--- config.mk ---
export PLATFORM = sky130hd
export DESIGN_NAME = sctl_system_control
export DESIGN_NICKNAME = d
export VERILOG_FILES = /design/src/rtl/sctl_current_detect.v /design/src/rtl/sctl_clock_gen.v /design/src/rtl/sctl_system_control.v
export VERILOG_INCLUDE_DIRS = /design/src /design/src/rtl
export SDC_FILE = /design/constraint.sdc
export NUM_CORES = 1
export LEC_CHECK = 0
export ABC_CLOCK_PERIOD_IN_PS = 2700
export BUFFER_PORTS_ARGS = -buffer_cell sky130_fd_sc_hd__buf_2
export CAP_MARGIN = 20
export CORE_UTILIZATION = 40
export CTS_BUF_LIST = sky130_fd_sc_hd__clkbuf_4
export DETAILED_ROUTE_END_ITERATION = 6
export SYNTH_ARGS = -nofsm -noshare
export SYNTH_HDL_FRONTEND = slang
export SYNTH_SLANG_ARGS = --single-unit
--- constraint.sdc ---
create_clock -name mclk -period 2.7 [get_ports mclk]
set_clock_uncertainty 0.05 [all_clocks]
set_input_delay 0.405 -clock mclk [delete_from_list [all_inputs] [get_ports mclk]]
set_output_delay 0.405 -clock mclk [all_outputs]
set_load 0.005 [all_outputs]
--- src/rtl/sctl_regs.vh ---
// register offsets, field layout, reset values and timing constants of the system control block
`ifndef SCTL_REGS_VH
`define SCTL_REGS_VH

// ==========================================
// register byte offsets
`define SCTL_OFF_SYSTEM_CONTROL 12'h180
`define SCTL_OFF_IRQSTAT 12'h188
`define SCTL_OFF_IRQMASK 12'h18c
`define SCTL_OFF_DETCTRL 12'h190

// ==========================================
// system control field layout
`define SCTL_SLEEP_BIT 0
`define SCTL_CKDIV_BIT 1
`define SCTL_RSV_F 4:2
`define SCTL_SEL_F 7:5
`define SCTL_LOW_F 8:0
`define SCTL_RO_F 15:9
`define SCTL_COPY_F 24:16
`define SCTL_SIGN_BIT 17
`define SCTL_CAUGHT_BIT 18
`define SCTL_ERR_BIT 20

// ==========================================
// reset values
`define SCTL_RSV_RST 3'h1
`define SCTL_SEL_RST 3'h0
`define SCTL_COPY_RST 9'h000
`define SCTL_ERR_RST 1'h1
`define SCTL_DET_RST 5'h00

// ==========================================
// input select codes
`define SCTL_SEL_CURRENT 3'h0
`define SCTL_SEL_TEMP 3'h4

// ==========================================
// interrupt bits and detect control fields
`define SCTL_IRQ_CAUGHT 0
`define SCTL_IRQ_ERR 1
`define SCTL_IRQ_W 2
`define SCTL_DET_EN_BIT 0
`define SCTL_DET_LEN_F 4:1

// ==========================================
// bus responses
`define SCTL_RESP_OKAY 2'h0
`define SCTL_RESP_SLVERR 2'h2

// ==========================================
// clock rates in hertz
`define SCTL_MCLK_HZ 40000000
`define SCTL_FAST_HZ 3276800
`define SCTL_SLOW_HZ 819200

`endif

--- src/rtl/sctl_current_detect.v ---
// consecutive above-threshold sample counter for current detection
`timescale 1ns/1ps
module sctl_current_detect #(
    parameter LEN_W = 4
) (
    input wire mclk,
    input wire rst,
    input wire ce,
    input wire enable,
    input wire [LEN_W-1:0] windowLen,
    input wire sampleValid,
    input wire sampleAbove,
    output reg caughtPulse,
    output reg belowNow
);
    // ==========================================
    // run counter
    reg [LEN_W:0] runCount_reg; // consecutive samples above threshold

    // count a run, pulse once when run length reaches window length plus one
    always @(posedge mclk) begin
        if (rst) begin
            runCount_reg <= {(LEN_W+1){1'b0}};
            caughtPulse <= 1'b0;
            belowNow <= 1'b1;
        end else if (ce) begin
            caughtPulse <= 1'b0;
            if (sampleValid) begin
                belowNow <= ~sampleAbove;
                if (!sampleAbove || !enable) begin
                    // run broken
                    runCount_reg <= {(LEN_W+1){1'b0}};
                end else if (runCount_reg == {1'b0, windowLen}) begin
                    // run long enough: a current is caught
                    caughtPulse <= 1'b1;
                    runCount_reg <= runCount_reg + 1'b1;
                end else if (runCount_reg <= {1'b0, windowLen}) begin
                    // still counting, saturates after the catch
                    runCount_reg <= runCount_reg + 1'b1;
                end
            end
        end
    end
endmodule // sctl_current_detect

--- src/rtl/sctl_clock_gen.v ---
// metering and internal clock enable generator with sleep gating
`timescale 1ns/1ps
`include "sctl_regs.vh"
module sctl_clock_gen #(
    parameter CLK_HZ = `SCTL_MCLK_HZ,
    parameter FAST_HZ = `SCTL_FAST_HZ,
    parameter SLOW_HZ = `SCTL_SLOW_HZ,
    parameter CNT_W = 8
) (
    input wire mclk,
    input wire rst,
    input wire ce,
    input wire sleep,
    input wire slowSelect,
    output reg internalClockAEn,
    output reg internalClockBEn,
    output reg meteringClockTick
);
    // ==========================================
    // divider counts
    localparam integer FAST_END = CLK_HZ / FAST_HZ - 1; // last count of fast period
    localparam integer SLOW_END = CLK_HZ / SLOW_HZ - 1; // last count of slow period
    localparam [CNT_W-1:0] FAST_LAST = FAST_END[CNT_W-1:0];
    localparam [CNT_W-1:0] SLOW_LAST = SLOW_END[CNT_W-1:0];

    reg [CNT_W-1:0] divCount_reg; // cycle counter of the divider
    wire [CNT_W-1:0] divLast; // terminal count for selected rate

    // select metering rate
    assign divLast = slowSelect ? SLOW_LAST : FAST_LAST;

    // divider, held at zero while asleep so wakeup starts a fresh period
    always @(posedge mclk) begin
        if (rst) begin
            divCount_reg <= {CNT_W{1'b0}};
            meteringClockTick <= 1'b0;
            internalClockAEn <= 1'b1;
            internalClockBEn <= 1'b1;
        end else if (ce) begin
            // both internal clocks stop in sleep
            internalClockAEn <= ~sleep;
            internalClockBEn <= ~sleep;
            if (sleep) begin
                divCount_reg <= {CNT_W{1'b0}};
                meteringClockTick <= 1'b0;
            end else if (divCount_reg >= divLast) begin
                divCount_reg <= {CNT_W{1'b0}};
                meteringClockTick <= 1'b1;
            end else begin
                divCount_reg <= divCount_reg + 1'b1;
                meteringClockTick <= 1'b0;
            end
        end
    end
endmodule // sctl_clock_gen

--- src/rtl/sctl_system_control.v ---
// system control register bank with axi4-lite slave, self-check and interrupt
//
// The implementer's own choice: the AXI4-Lite interface to the registers.
`timescale 1ns/1ps
`include "sctl_regs.vh"
module sctl_system_control #(
    parameter ADDR_W = 12,
    parameter LEN_W = 4
) (
    input wire mclk,
    input wire rst,
    input wire ce,
    // axi4-lite write address
    input wire [ADDR_W-1:0] s_axi_awaddr,
    input wire s_axi_awvalid,
    output reg s_axi_awready,
    // axi4-lite write data
    input wire [31:0] s_axi_wdata,
    input wire [3:0] s_axi_wstrb,
    input wire s_axi_wvalid,
    output reg s_axi_wready,
    // axi4-lite write response
    output reg [1:0] s_axi_bresp,
    output reg s_axi_bvalid,
    input wire s_axi_bready,
    // axi4-lite read address
    input wire [ADDR_W-1:0] s_axi_araddr,
    input wire s_axi_arvalid,
    output reg s_axi_arready,
    // axi4-lite read data
    output reg [31:0] s_axi_rdata,
    output reg [1:0] s_axi_rresp,
    output reg s_axi_rvalid,
    input wire s_axi_rready,
    // analog side
    input wire voltageSignIn,
    input wire currentSampleValid,
    input wire currentAboveThreshold,
    output reg [2:0] inputSelectA,
    output reg routeCurrent,
    output reg routeTemperature,
    output reg routeGround,
    output reg sleepMode,
    output wire internalClockAEn,
    output wire internalClockBEn,
    output wire meteringClockTick,
    output reg irq
);
    // ==========================================
    // helper functions

    // merge written bytes into an old word
    function [31:0] mergeBytes;
        input [31:0] oldWord;
        input [31:0] newWord;
        input [3:0] strb;
        integer i;
        begin
            mergeBytes = oldWord;
            for (i = 0; i < 4; i = i + 1) begin
                if (strb[i]) begin
                    mergeBytes[i*8 +: 8] = newWord[i*8 +: 8];
                end
            end
        end
    endfunction

    // word-aligned offset match
    function isAddr;
        input [ADDR_W-1:0] addr;
        input [ADDR_W-1:0] offset;
        begin
            isAddr = (addr[ADDR_W-1:2] == offset[ADDR_W-1:2]);
        end
    endfunction

    // ==========================================
    // register state
    reg sleep_reg; // sleep control
    reg clockDivSel_reg; // metering divider select
    reg [2:0] reservedLow_reg; // reserved field, no function
    reg [2:0] inputSel_reg; // measurement input select
    reg reservedB8_reg; // reserved bit 8
    reg [8:0] copy_reg; // complement copy in upper half
    reg selfcheckErr_reg; // self-check failure flag
    reg caughtFlag_reg; // current caught flag
    reg voltageSign_reg; // sampled voltage sign
    reg [`SCTL_IRQ_W-1:0] irqStatus_reg; // sticky event bits
    reg [`SCTL_IRQ_W-1:0] irqMask_reg; // interrupt enables
    reg [4:0] detCtrl_reg; // detect enable and window length

    // ==========================================
    // bus channel state
    reg awHeld_reg; // write address captured
    reg [ADDR_W-1:0] awAddr_reg; // captured write address
    reg wHeld_reg; // write data captured
    reg [31:0] wData_reg; // captured write data
    reg [3:0] wStrb_reg; // captured byte enables

    // ==========================================
    // submodule wires
    wire caughtPulse; // run long enough
    wire belowNow; // latest sample below threshold

    // ==========================================
    // readback word assembly
    wire [8:0] lowWord; // lower half as stored
    wire [31:0] sysWord; // full read value
    assign lowWord = {reservedB8_reg, inputSel_reg, reservedLow_reg,
        clockDivSel_reg, sleep_reg};
    // status bits replace their copies on read, 15..9 read zero
    assign sysWord = {7'h00, copy_reg[8:5], selfcheckErr_reg, copy_reg[3],
        caughtFlag_reg, voltageSign_reg, copy_reg[0], 7'h00, lowWord};

    // ==========================================
    // write decode
    wire doWrite; // both halves of a write present
    wire wrSys; // write hits system control
    wire wrStat; // write hits interrupt status
    wire wrMask; // write hits interrupt mask
    wire wrDet; // write hits detect control
    wire [31:0] sysMerged; // new system word after strobes
    assign doWrite = awHeld_reg & wHeld_reg & ~s_axi_bvalid;
    assign wrSys = doWrite & isAddr(awAddr_reg, `SCTL_OFF_SYSTEM_CONTROL);
    assign wrStat = doWrite & isAddr(awAddr_reg, `SCTL_OFF_IRQSTAT);
    assign wrMask = doWrite & isAddr(awAddr_reg, `SCTL_OFF_IRQMASK);
    assign wrDet = doWrite & isAddr(awAddr_reg, `SCTL_OFF_DETCTRL);
    assign sysMerged = mergeBytes(sysWord, wData_reg, wStrb_reg);

    // ==========================================
    // caught flag clear and self-check
    wire caughtClear; // software clear honoured
    wire checkFail; // new word fails self-check
    wire errRise; // self-check newly failing
    // zero written to bit 18 clears only while below threshold
    assign caughtClear = wrSys & wStrb_reg[2] & ~sysMerged[`SCTL_CAUGHT_BIT] & belowNow;
    // upper must be exact complement of lower
    assign checkFail = (sysMerged[`SCTL_COPY_F] != ~sysMerged[`SCTL_LOW_F]);
    assign errRise = wrSys & checkFail & ~selfcheckErr_reg;

    // ==========================================
    // system control register update
    always @(posedge mclk) begin
        if (rst) begin
            sleep_reg <= 1'b0;
            clockDivSel_reg <= 1'b0;
            reservedLow_reg <= `SCTL_RSV_RST;
            inputSel_reg <= `SCTL_SEL_RST;
            reservedB8_reg <= 1'b0;
            copy_reg <= `SCTL_COPY_RST;
            selfcheckErr_reg <= `SCTL_ERR_RST;
            caughtFlag_reg <= 1'b0;
            voltageSign_reg <= 1'b0;
        end else if (ce) begin
            // sign bit tracks the voltage every cycle
            voltageSign_reg <= voltageSignIn;
            if (wrSys) begin
                // reserved field stored but drives nothing
                sleep_reg <= sysMerged[`SCTL_SLEEP_BIT];
                clockDivSel_reg <= sysMerged[`SCTL_CKDIV_BIT];
                reservedLow_reg <= sysMerged[`SCTL_RSV_F];
                inputSel_reg <= sysMerged[`SCTL_SEL_F];
                reservedB8_reg <= sysMerged[8];
                // copy of complement written by software
                copy_reg <= sysMerged[`SCTL_COPY_F];
                // only an exact complement clears the flag
                selfcheckErr_reg <= checkFail;
            end
            // set wins over a clear in the same cycle
            if (caughtPulse) begin
                caughtFlag_reg <= 1'b1;
            end else if (caughtClear) begin
                caughtFlag_reg <= 1'b0;
            end
        end
    end

    // ==========================================
    // input routing decode, registered
    always @(posedge mclk) begin
        if (rst) begin
            inputSelectA <= `SCTL_SEL_RST;
            routeCurrent <= 1'b1;
            routeTemperature <= 1'b0;
            routeGround <= 1'b0;
            sleepMode <= 1'b0;
        end else if (ce) begin
            inputSelectA <= inputSel_reg;
            // reserved codes 1..3 route nothing
            routeCurrent <= (inputSel_reg == `SCTL_SEL_CURRENT);
            routeTemperature <= (inputSel_reg == `SCTL_SEL_TEMP);
            routeGround <= inputSel_reg[2] & (inputSel_reg[1] | inputSel_reg[0]);
            sleepMode <= sleep_reg;
        end
    end

    // ==========================================
    // interrupt status, mask and detect control
    always @(posedge mclk) begin
        if (rst) begin
            irqStatus_reg <= {`SCTL_IRQ_W{1'b0}};
            irqMask_reg <= {`SCTL_IRQ_W{1'b0}};
            detCtrl_reg <= `SCTL_DET_RST;
            irq <= 1'b0;
        end else if (ce) begin
            // write one clears, a new event in the same cycle wins
            irqStatus_reg[`SCTL_IRQ_CAUGHT] <= caughtPulse |
                (irqStatus_reg[`SCTL_IRQ_CAUGHT] &
                ~(wrStat & wStrb_reg[0] & wData_reg[`SCTL_IRQ_CAUGHT]));
            irqStatus_reg[`SCTL_IRQ_ERR] <= errRise |
                (irqStatus_reg[`SCTL_IRQ_ERR] &
                ~(wrStat & wStrb_reg[0] & wData_reg[`SCTL_IRQ_ERR]));
            if (wrMask && wStrb_reg[0]) begin
                irqMask_reg <= wData_reg[`SCTL_IRQ_W-1:0];
            end
            if (wrDet && wStrb_reg[0]) begin
                detCtrl_reg <= wData_reg[4:0];
            end
            // level output from masked sticky bits
            irq <= |(irqStatus_reg & irqMask_reg);
        end
    end

    // ==========================================
    // axi4-lite write channels
    always @(posedge mclk) begin
        if (rst) begin
            awHeld_reg <= 1'b0;
            awAddr_reg <= {ADDR_W{1'b0}};
            wHeld_reg <= 1'b0;
            wData_reg <= 32'h0000_0000;
            wStrb_reg <= 4'h0;
            s_axi_awready <= 1'b0;
            s_axi_wready <= 1'b0;
            s_axi_bvalid <= 1'b0;
            s_axi_bresp <= `SCTL_RESP_OKAY;
        end else if (ce) begin
            // address and data taken independently, in either order
            if (s_axi_awvalid && s_axi_awready) begin
                awHeld_reg <= 1'b1;
                awAddr_reg <= s_axi_awaddr;
            end
            if (s_axi_wvalid && s_axi_wready) begin
                wHeld_reg <= 1'b1;
                wData_reg <= s_axi_wdata;
                wStrb_reg <= s_axi_wstrb;
            end
            if (doWrite) begin
                // both present: commit and answer
                awHeld_reg <= 1'b0;
                wHeld_reg <= 1'b0;
                s_axi_bvalid <= 1'b1;
                s_axi_bresp <= (wrSys | wrStat | wrMask | wrDet) ?
                    `SCTL_RESP_OKAY : `SCTL_RESP_SLVERR;
            end else if (s_axi_bvalid && s_axi_bready) begin
                s_axi_bvalid <= 1'b0;
            end
            // ready while nothing held and no answer pending
            s_axi_awready <= ~awHeld_reg & ~s_axi_bvalid & ~doWrite &
                ~(s_axi_awvalid & s_axi_awready);
            s_axi_wready <= ~wHeld_reg & ~s_axi_bvalid & ~doWrite &
                ~(s_axi_wvalid & s_axi_wready);
        end
    end

    // ==========================================
    // axi4-lite read channels
    always @(posedge mclk) begin
        if (rst) begin
            s_axi_arready <= 1'b0;
            s_axi_rvalid <= 1'b0;
            s_axi_rdata <= 32'h0000_0000;
            s_axi_rresp <= `SCTL_RESP_OKAY;
        end else if (ce) begin
            if (s_axi_arvalid && s_axi_arready) begin
                // take address, answer next edge
                s_axi_arready <= 1'b0;
                s_axi_rvalid <= 1'b1;
                s_axi_rresp <= `SCTL_RESP_OKAY;
                if (isAddr(s_axi_araddr, `SCTL_OFF_SYSTEM_CONTROL)) begin
                    s_axi_rdata <= sysWord;
                end else if (isAddr(s_axi_araddr, `SCTL_OFF_IRQSTAT)) begin
                    s_axi_rdata <= {30'h0000_0000, irqStatus_reg};
                end else if (isAddr(s_axi_araddr, `SCTL_OFF_IRQMASK)) begin
                    s_axi_rdata <= {30'h0000_0000, irqMask_reg};
                end else if (isAddr(s_axi_araddr, `SCTL_OFF_DETCTRL)) begin
                    s_axi_rdata <= {27'h000_0000, detCtrl_reg};
                end else begin
                    // unmapped: zero data, slave error
                    s_axi_rdata <= 32'h0000_0000;
                    s_axi_rresp <= `SCTL_RESP_SLVERR;
                end
            end else if (s_axi_rvalid && s_axi_rready) begin
                s_axi_rvalid <= 1'b0;
                s_axi_arready <= 1'b1;
            end else if (!s_axi_rvalid) begin
                s_axi_arready <= 1'b1;
            end
        end
    end

    // ==========================================
    // current detector
    sctl_current_detect #(
        .LEN_W(LEN_W)
    ) uDetect (
        .mclk(mclk),
        .rst(rst),
        .ce(ce),
        .enable(detCtrl_reg[`SCTL_DET_EN_BIT]),
        .windowLen(detCtrl_reg[`SCTL_DET_LEN_F]),
        .sampleValid(currentSampleValid),
        .sampleAbove(currentAboveThreshold),
        .caughtPulse(caughtPulse),
        .belowNow(belowNow)
    );

    // ==========================================
    // clock enables, divider and sleep gating
    sctl_clock_gen uClocks (
        .mclk(mclk),
        .rst(rst),
        .ce(ce),
        .sleep(sleep_reg),
        .slowSelect(clockDivSel_reg),
        .internalClockAEn(internalClockAEn),
        .internalClockBEn(internalClockBEn),
        .meteringClockTick(meteringClockTick)
    );
endmodule // sctl_system_control

==> results of run 1 <==
==> layout make-up <==
| type | instances | share of cell area |
|---|---|---|
| multi-input cells | 413 | 0.440 |
| flip-flops and latches | 111 | 0.404 |
| repair buffers | 99 | 0.0952 |
| well taps | 147 | 0.0335 |
| clock buffers | 10 | 0.0137 |
| inverters | 13 | 0.00888 |
| clock inverters | 6 | 0.00501 |
==> cell families after synthesis <==
logic type | count (synthesis) | synth area share
AO/OA/AOI/OAI | 121 | 0.158
XOR/XNOR | 9 | 0.0161
adder cells (fa/ha/maj) | 8 | 0.0205
buffers and inverters | 61 | 0.0629
flip-flops | 111 | 0.454
multiplexers | 35 | 0.0724
other | 1 | 0.000767
AND/OR/NAND/NOR | 224 | 0.215
==> cells in the final DEF, fill, tap and decap left out, types with 10 or more instances in the layout <==
cell / Yosys / final
nand2_1: 118 / 118
dfxtp_1: 111 / 111
buf_2: 3 / 88
a21oi_1: 71 / 71
nor2_1: 34 / 34
mux2i_1: 32 / 32
nand3_1: 26 / 26
conb_1: 1 / 16
inv_1: 13 / 13
a22o_1: 13 / 13
buf_4: 18 / 11
nor3_1: 10 / 10
clkbuf_4: 0 / 10
==> per-layer routing <==
metal,global-route usage,vias up
met3,0.0302,15
met4,0.0702,0
met2,0.305,108
met1,0.258,1934
li1,-,2102
met5,0,-
==> worst paths after layout <==
kind / slack (ps) / startpoint / to / cells after the start
hold / removal: 100 / s_axi_awaddr[7] / awAddr_reg[7]$_SDFFE_PP0P_ / 3
setup reg to reg: 400 / clockDivSel_reg$_SDFFE_PP0P_ / uClocks.divCount_reg[4]$_SDFFE_PP0P_ / 7
hold reg to reg: 410 / awAddr_reg[7]$_SDFFE_PP0P_ / awAddr_reg[7]$_SDFFE_PP0P_ / 2
setup / recovery: 400 / clockDivSel_reg$_SDFFE_PP0P_ / uClocks.divCount_reg[4]$_SDFFE_PP0P_ / 7
==> stage by stage <==
step	area [um^2]	hold slack, ps	setup slack, ps
global placement	5390	389	475
floorplan	4950	381	681
finish	5500	105	395
CTS	5500	76.2	384
global route	5500	74.6	224
detailed placement	5390	392	411
==> worst reg2reg max path, cell delays in order (launching register included) <==
cell	delay [ps]
dfxtp_1	450
inv_1	110
ha_1	310
a21o_1	150
a21o_1	200
a2111oi_4	600
a21oi_1	130
a211oi_1	230
==> report_power, final <==
| part | leakage (nW) | total [mW] | switching [mW] | internal (mW) |
|---|---|---|---|---|
| registers | 0.897 | 1.68 | 0.0206 | 1.66 |
| clock network | 0.0648 | 0.710 | 0.521 | 0.189 |
| logic | 1.24 | 0.186 | 0.112 | 0.0731 |
==> results.yml, run 1 <==
clock_network:
  cts_root_buf: "clkbuf_4"
  clkTransAtPathRegs_ps: 170
  clock_path_buffers: 2
  ctsResizeCount: 0
  cts_hold_buffers: 0
  clock_sinks: 111
  cts_max_level: 3
  cts_buffers: 9
  cts_tree: "built"
  post_cts_buffers: 0
  clkLatencyLatePin_ps: 480
global_routing:
  grt_start_max_net_pins: 61
  overflow: 0
  grt_pass1_wl_um: 19000
  grt_pass1_vias: 3824
  grtUsageTotal: 0.190
  antenna_found_initial: 0
detailed_routing:
  first_iter_violations: 222
  wl_met3_um: 497
  post_drt_wl_per_cell_um: 14.4
  vias_per_cell: 5.21
  drc: 0
  vias: 4159
  met2_length_um: 5290
  wirelength_um: 11500
  antenna_left: 0
  top_layer_used: "met4"
  met1Wirelength_um: 5450
  dr.pass1.iters: 4
floorplanning:
  start_util: 0.409
  rows: 40
  die_w_um: 113
  core_um2: 12000
  pin_count: 123
  die-area_um2: 12700
  die_y_um: 113
synthesis:
  synth_edf_count: 0
  synth.distinct_cells: 56
  ys_ff_latch: 111
  synthArstFlopShare: 0
  netlist.area_leader.share: 0.454
  synth-main-ff-cell: "dfxtp_1"
  synth_commonest_cells: "nand2_1, dfxtp_1, a21oi_1"
  synth_warnings: 0
  synth_top_area_cell: "dfxtp_1"
  syn_area_um2: 4890
  ys_seq_area_frac: 0.454
  synth_area_per_cell_um2: 8.58
  ys_top_cells_by_area: "dfxtp_1, nand2_1, a21oi_1"
  postSynthCellCount: 570
  synth_most_common_cell: "nand2_1"
power:
  leakagePower_nw: 2.20
  p_total_mw: 2.58
  p_per_area_nw_per_um2: 469
  peakVddDrop_mv: 0.272
sta:
  fmax_mhz: 434
  totalNegativeSetupSlack_ps: 0
  setup_viol: 0
  tightestPinTransition_ps: 629
  rsz0062_at_grt: "no"
  slew_viol_final: 0
  layout_worst_path_cycle_share: 0.854
  min_period_ps: 2300
  hold_viol: 0
  relSlewSlack: 0.580
cells_and_area:
  drive_gt1_frac: 0.195
  final_util: 0.460
  seqCellArea_um2: 2220
  multi_input_area_um2: 2420
  final_cells: 799
  areaGrowthSynthToFinish_pct: 12.4
  fill_cells: 1196
  antennaDiodeCount: 0
  nNetsFinal: 726
critical_path:
  cp_data_arrival_time_ps: 2650
  path_cells: "inv_1 -> ha_1 -> a21o_1 -> a21o_1 -> a2111oi_4 -> a21oi_1 -> a211oi_1"
  cpLargestDelayFamily: "compound AO/OA/AOI/OAI gates"
  worst_path_max_delay_cell: "a2111oi_4"
  cp-end-kind: "register"
  path_max_fanout: 10
  critPathBufInv: 1
  worst_setup_path_start_kind: "register"
  critPathMaxStageDelay_ps: 600
  worstSetupPathType: "register to register"
  cp_common_cell: "a21o_1"
  required_ps: 3050
place:
  hpwl_um: 8220
  gp_congestion: 0.822
  dp.cells: 783
  port_buffers: 88
min_path:
  holdCritPathClass: "primary input to register"
outcome:
  status: "complete, no violations"
flow_run:
  maxCapViolCount: 0
No activity file was read; power rests on OpenSTA's default activity.
==> run 2, diff against run 1 <==
ABC_AREA = 1   (was not set)
GPL_ROUTABILITY_DRIVEN = 0   (was not set)
==> results.yml, run 2 <==
outcome:
  status: "complete, no violations"
sta:
  hold_viol: 0
  layout_worst_path_cycle_share: 0.681
  slew_viol_final: 0
  min_period_ps: 1840
  holdWs_ps: 95.8
  relSlewSlack: 0.572
  rsz0062_at_grt: "no"
  totalNegativeSetupSlack_ps: 0
  setup_viol: 0
  tightestPinTransition_ps: 640
  fmax_mhz: 544
clock_network:
  cts_max_level: 3
  cts_hold_buffers: 0
  ctsResizeCount: 0
  cts_tree: "built"
  cts_root_buf: "clkbuf_4"
  clkLatencyLatePin_ps: 470
  clock_path_buffers: 2
  cts_buffers: 9
  post_cts_buffers: 0
  clkTransAtPathRegs_ps: 150
  clock_sinks: 111
critical_path:
  worstSetupPathType: "register to register"
  worst_setup_path_start_kind: "register"
  cp-end-kind: "register"
  path_max_fanout: 6
  required_ps: 3040
  cp_data_arrival_time_ps: 2180
detailed_routing:
  wirelength_um: 12400
  dr.pass1.iters: 5
  drc: 0
  post_drt_wl_per_cell_um: 12.7
  top_layer_used: "met4"
  vias: 4738
  met1Wirelength_um: 5870
  wl_met3_um: 572
  met2_length_um: 5690
  antenna_left: 0
  vias_per_cell: 4.87
  first_iter_violations: 203
global_routing:
  grt_pass1_wl_um: 20100
  grtUsageTotal: 0.195
  antenna_found_initial: 1
  grt_pass1_vias: 4251
  overflow: 0
  grt_start_max_net_pins: 46
place:
  dp.cells: 957
  placed_cell_area_um2: 5700
  port_buffers: 88
  hpwl_um: 9190
synthesis:
  synthArstFlopShare: 0
  syn_area_um2: 5180
  netlist.area_leader.share: 0.429
  synth_warnings: 0
  synth-main-ff-cell: "dfxtp_1"
  synth_edf_count: 0
  ys_ff_latch: 111
  synth_most_common_cell: "nand2_1"
  synth_area_per_cell_um2: 7.21
  synth_top_area_cell: "dfxtp_1"
  synth.distinct_cells: 40
  synth_commonest_cells: "nand2_1, dfxtp_1, inv_1"
  postSynthCellCount: 718
  ys_top_cells_by_area: "dfxtp_1, nand2_1, o21ai_0"
  ys_seq_area_frac: 0.429
floorplanning:
  core_um2: 12600
  pin_count: 123
  start_util: 0.410
  die-area_um2: 13400
  rows: 41
  die_w_um: 116
  die_y_um: 116
cells_and_area:
  final_cell_mix: "nand2_1, dfxtp_1, buf_2"
  drive_gt1_frac: 0.174
  final_cells: 972
  nNetsFinal: 875
  finalInstanceArea_um2: 5830
  areaGrowthSynthToFinish_pct: 12.5
  final_util: 0.462
  final_common_cell: "nand2_1"
  fill_cells: 1342
power:
  peakVddDrop_mv: 0.246
  p_clk_frac: 0.295
  intPower_mw: 2.06
  power.switching_mw: 0.680
  switching_share: 0.248
  seq_power_share: 0.620
  leakagePower_nw: 2.56
  power_frac_comb: 0.085
  p_per_area_nw_per_um2: 471
flow_run:
  maxCapViolCount: 0
min_path:
  holdCritPathClass: "primary input to register"
-- run 2: changes by cell type in the layout (fill, tap and decap cells not counted), sizes merged, moves of 5 or more --
| cell | delta |
|---|---|
| a211oi | +16 |
| nand4 | +5 |
| inv | +74 |
| a22o | -13 |
| o21ai | +77 |
| nand3 | +10 |
| a21oi | -6 |
| nor2 | +16 |
| xor2 | -5 |
| a2111oi | -5 |
| nand2 | +57 |
| clkinv | -5 |
| mux2i | -32 |
| a31oi | -7 |
-- run 2: area by class of cell --
| class | instances | area [um^2] | share of cell area |
|---|---|---|---|
| Antenna cell | 1 | 2.50 | 0.000429 |
| Clock buffer | 12 | 90.1 | 0.0155 |
| Clock inverter | 2 | 33.8 | 0.00580 |
| Inverter | 87 | 327 | 0.0560 |
| Multi-Input combinational cell | 489 | 2420 | 0.416 |
| Sequential cell | 111 | 2220 | 0.381 |
| Tap cell | 172 | 215 | 0.0369 |
| Timing Repair Buffer | 98 | 515 | 0.0885 |
-- run 2: power groups by stage --
stage          logic (mW)  clock network, mW  registers, mW
4_1_cts             0.236              0.842           1.70
6_report            0.234              0.809           1.70
5_1_grt             0.267              0.905           1.71
2_1_floorplan       0.162                  0           1.73
3_3_place_gp        0.231                  0           1.73
3_5_place_dp        0.235                  0           1.73
-- run 2: kinds of logic (layout without fill, tap and decap cells) --
group	count (synthesis)	after routing	share of synthesized area
other	1	17	0.000724
AO/OA/AOI/OAI	175	175	0.192
AND/OR/NAND/NOR	285	285	0.236
adder cells (fa/ha/maj)	8	8	0.0193
flip-flops	111	111	0.429
buffers and inverters	133	199	0.114
XOR/XNOR	5	5	0.00846
-- run 2: routing by layer --
metal,up-vias,GRT usage
met5,-,0
met3,15,0.0309
met1,2137,0.257
met2,114,0.316
li1,2472,-
met4,0,0.0880
-- run 2: path summary, 6_finish.rpt --
check / startpoint / endpoint / slack [ps] / cells after the start
setup / recovery: detCtrl_reg[4]$_SDFFE_PP0P_ / uDetect.runCount_reg[0]$_SDFFE_PP0P_ / 860 / 11
hold / removal: currentAboveThreshold / uDetect.belowNow$_SDFFE_PP1P_ / 100 / 2
setup reg to reg: detCtrl_reg[4]$_SDFFE_PP0P_ / uDetect.runCount_reg[0]$_SDFFE_PP0P_ / 860 / 11
hold reg to reg: uClocks.divCount_reg[7]$_SDFFE_PP0P_ / uClocks.divCount_reg[7]$_SDFFE_PP0P_ / 400 / 2
-- run 2: critical path, stage by stage, from the launching register on --
cell and delay, ps:
dfxtp_1 360, inv_1 70, ha_1 280, inv_1 30
nor2_1 200, nand4_1 110, inv_1 90, nor2_1 50
o21ai_2 110, nand2_1 200, o21ai_1 170, nor2_1 50
-- run 2: stage by stage --
stage               worst slack (ps)  power [mW]
global route                     602        2.88
CTS                              873        2.78
floorplan                       1120        1.89
finish                           861        2.74
detailed placement               715        1.97
global placement                 765        1.96
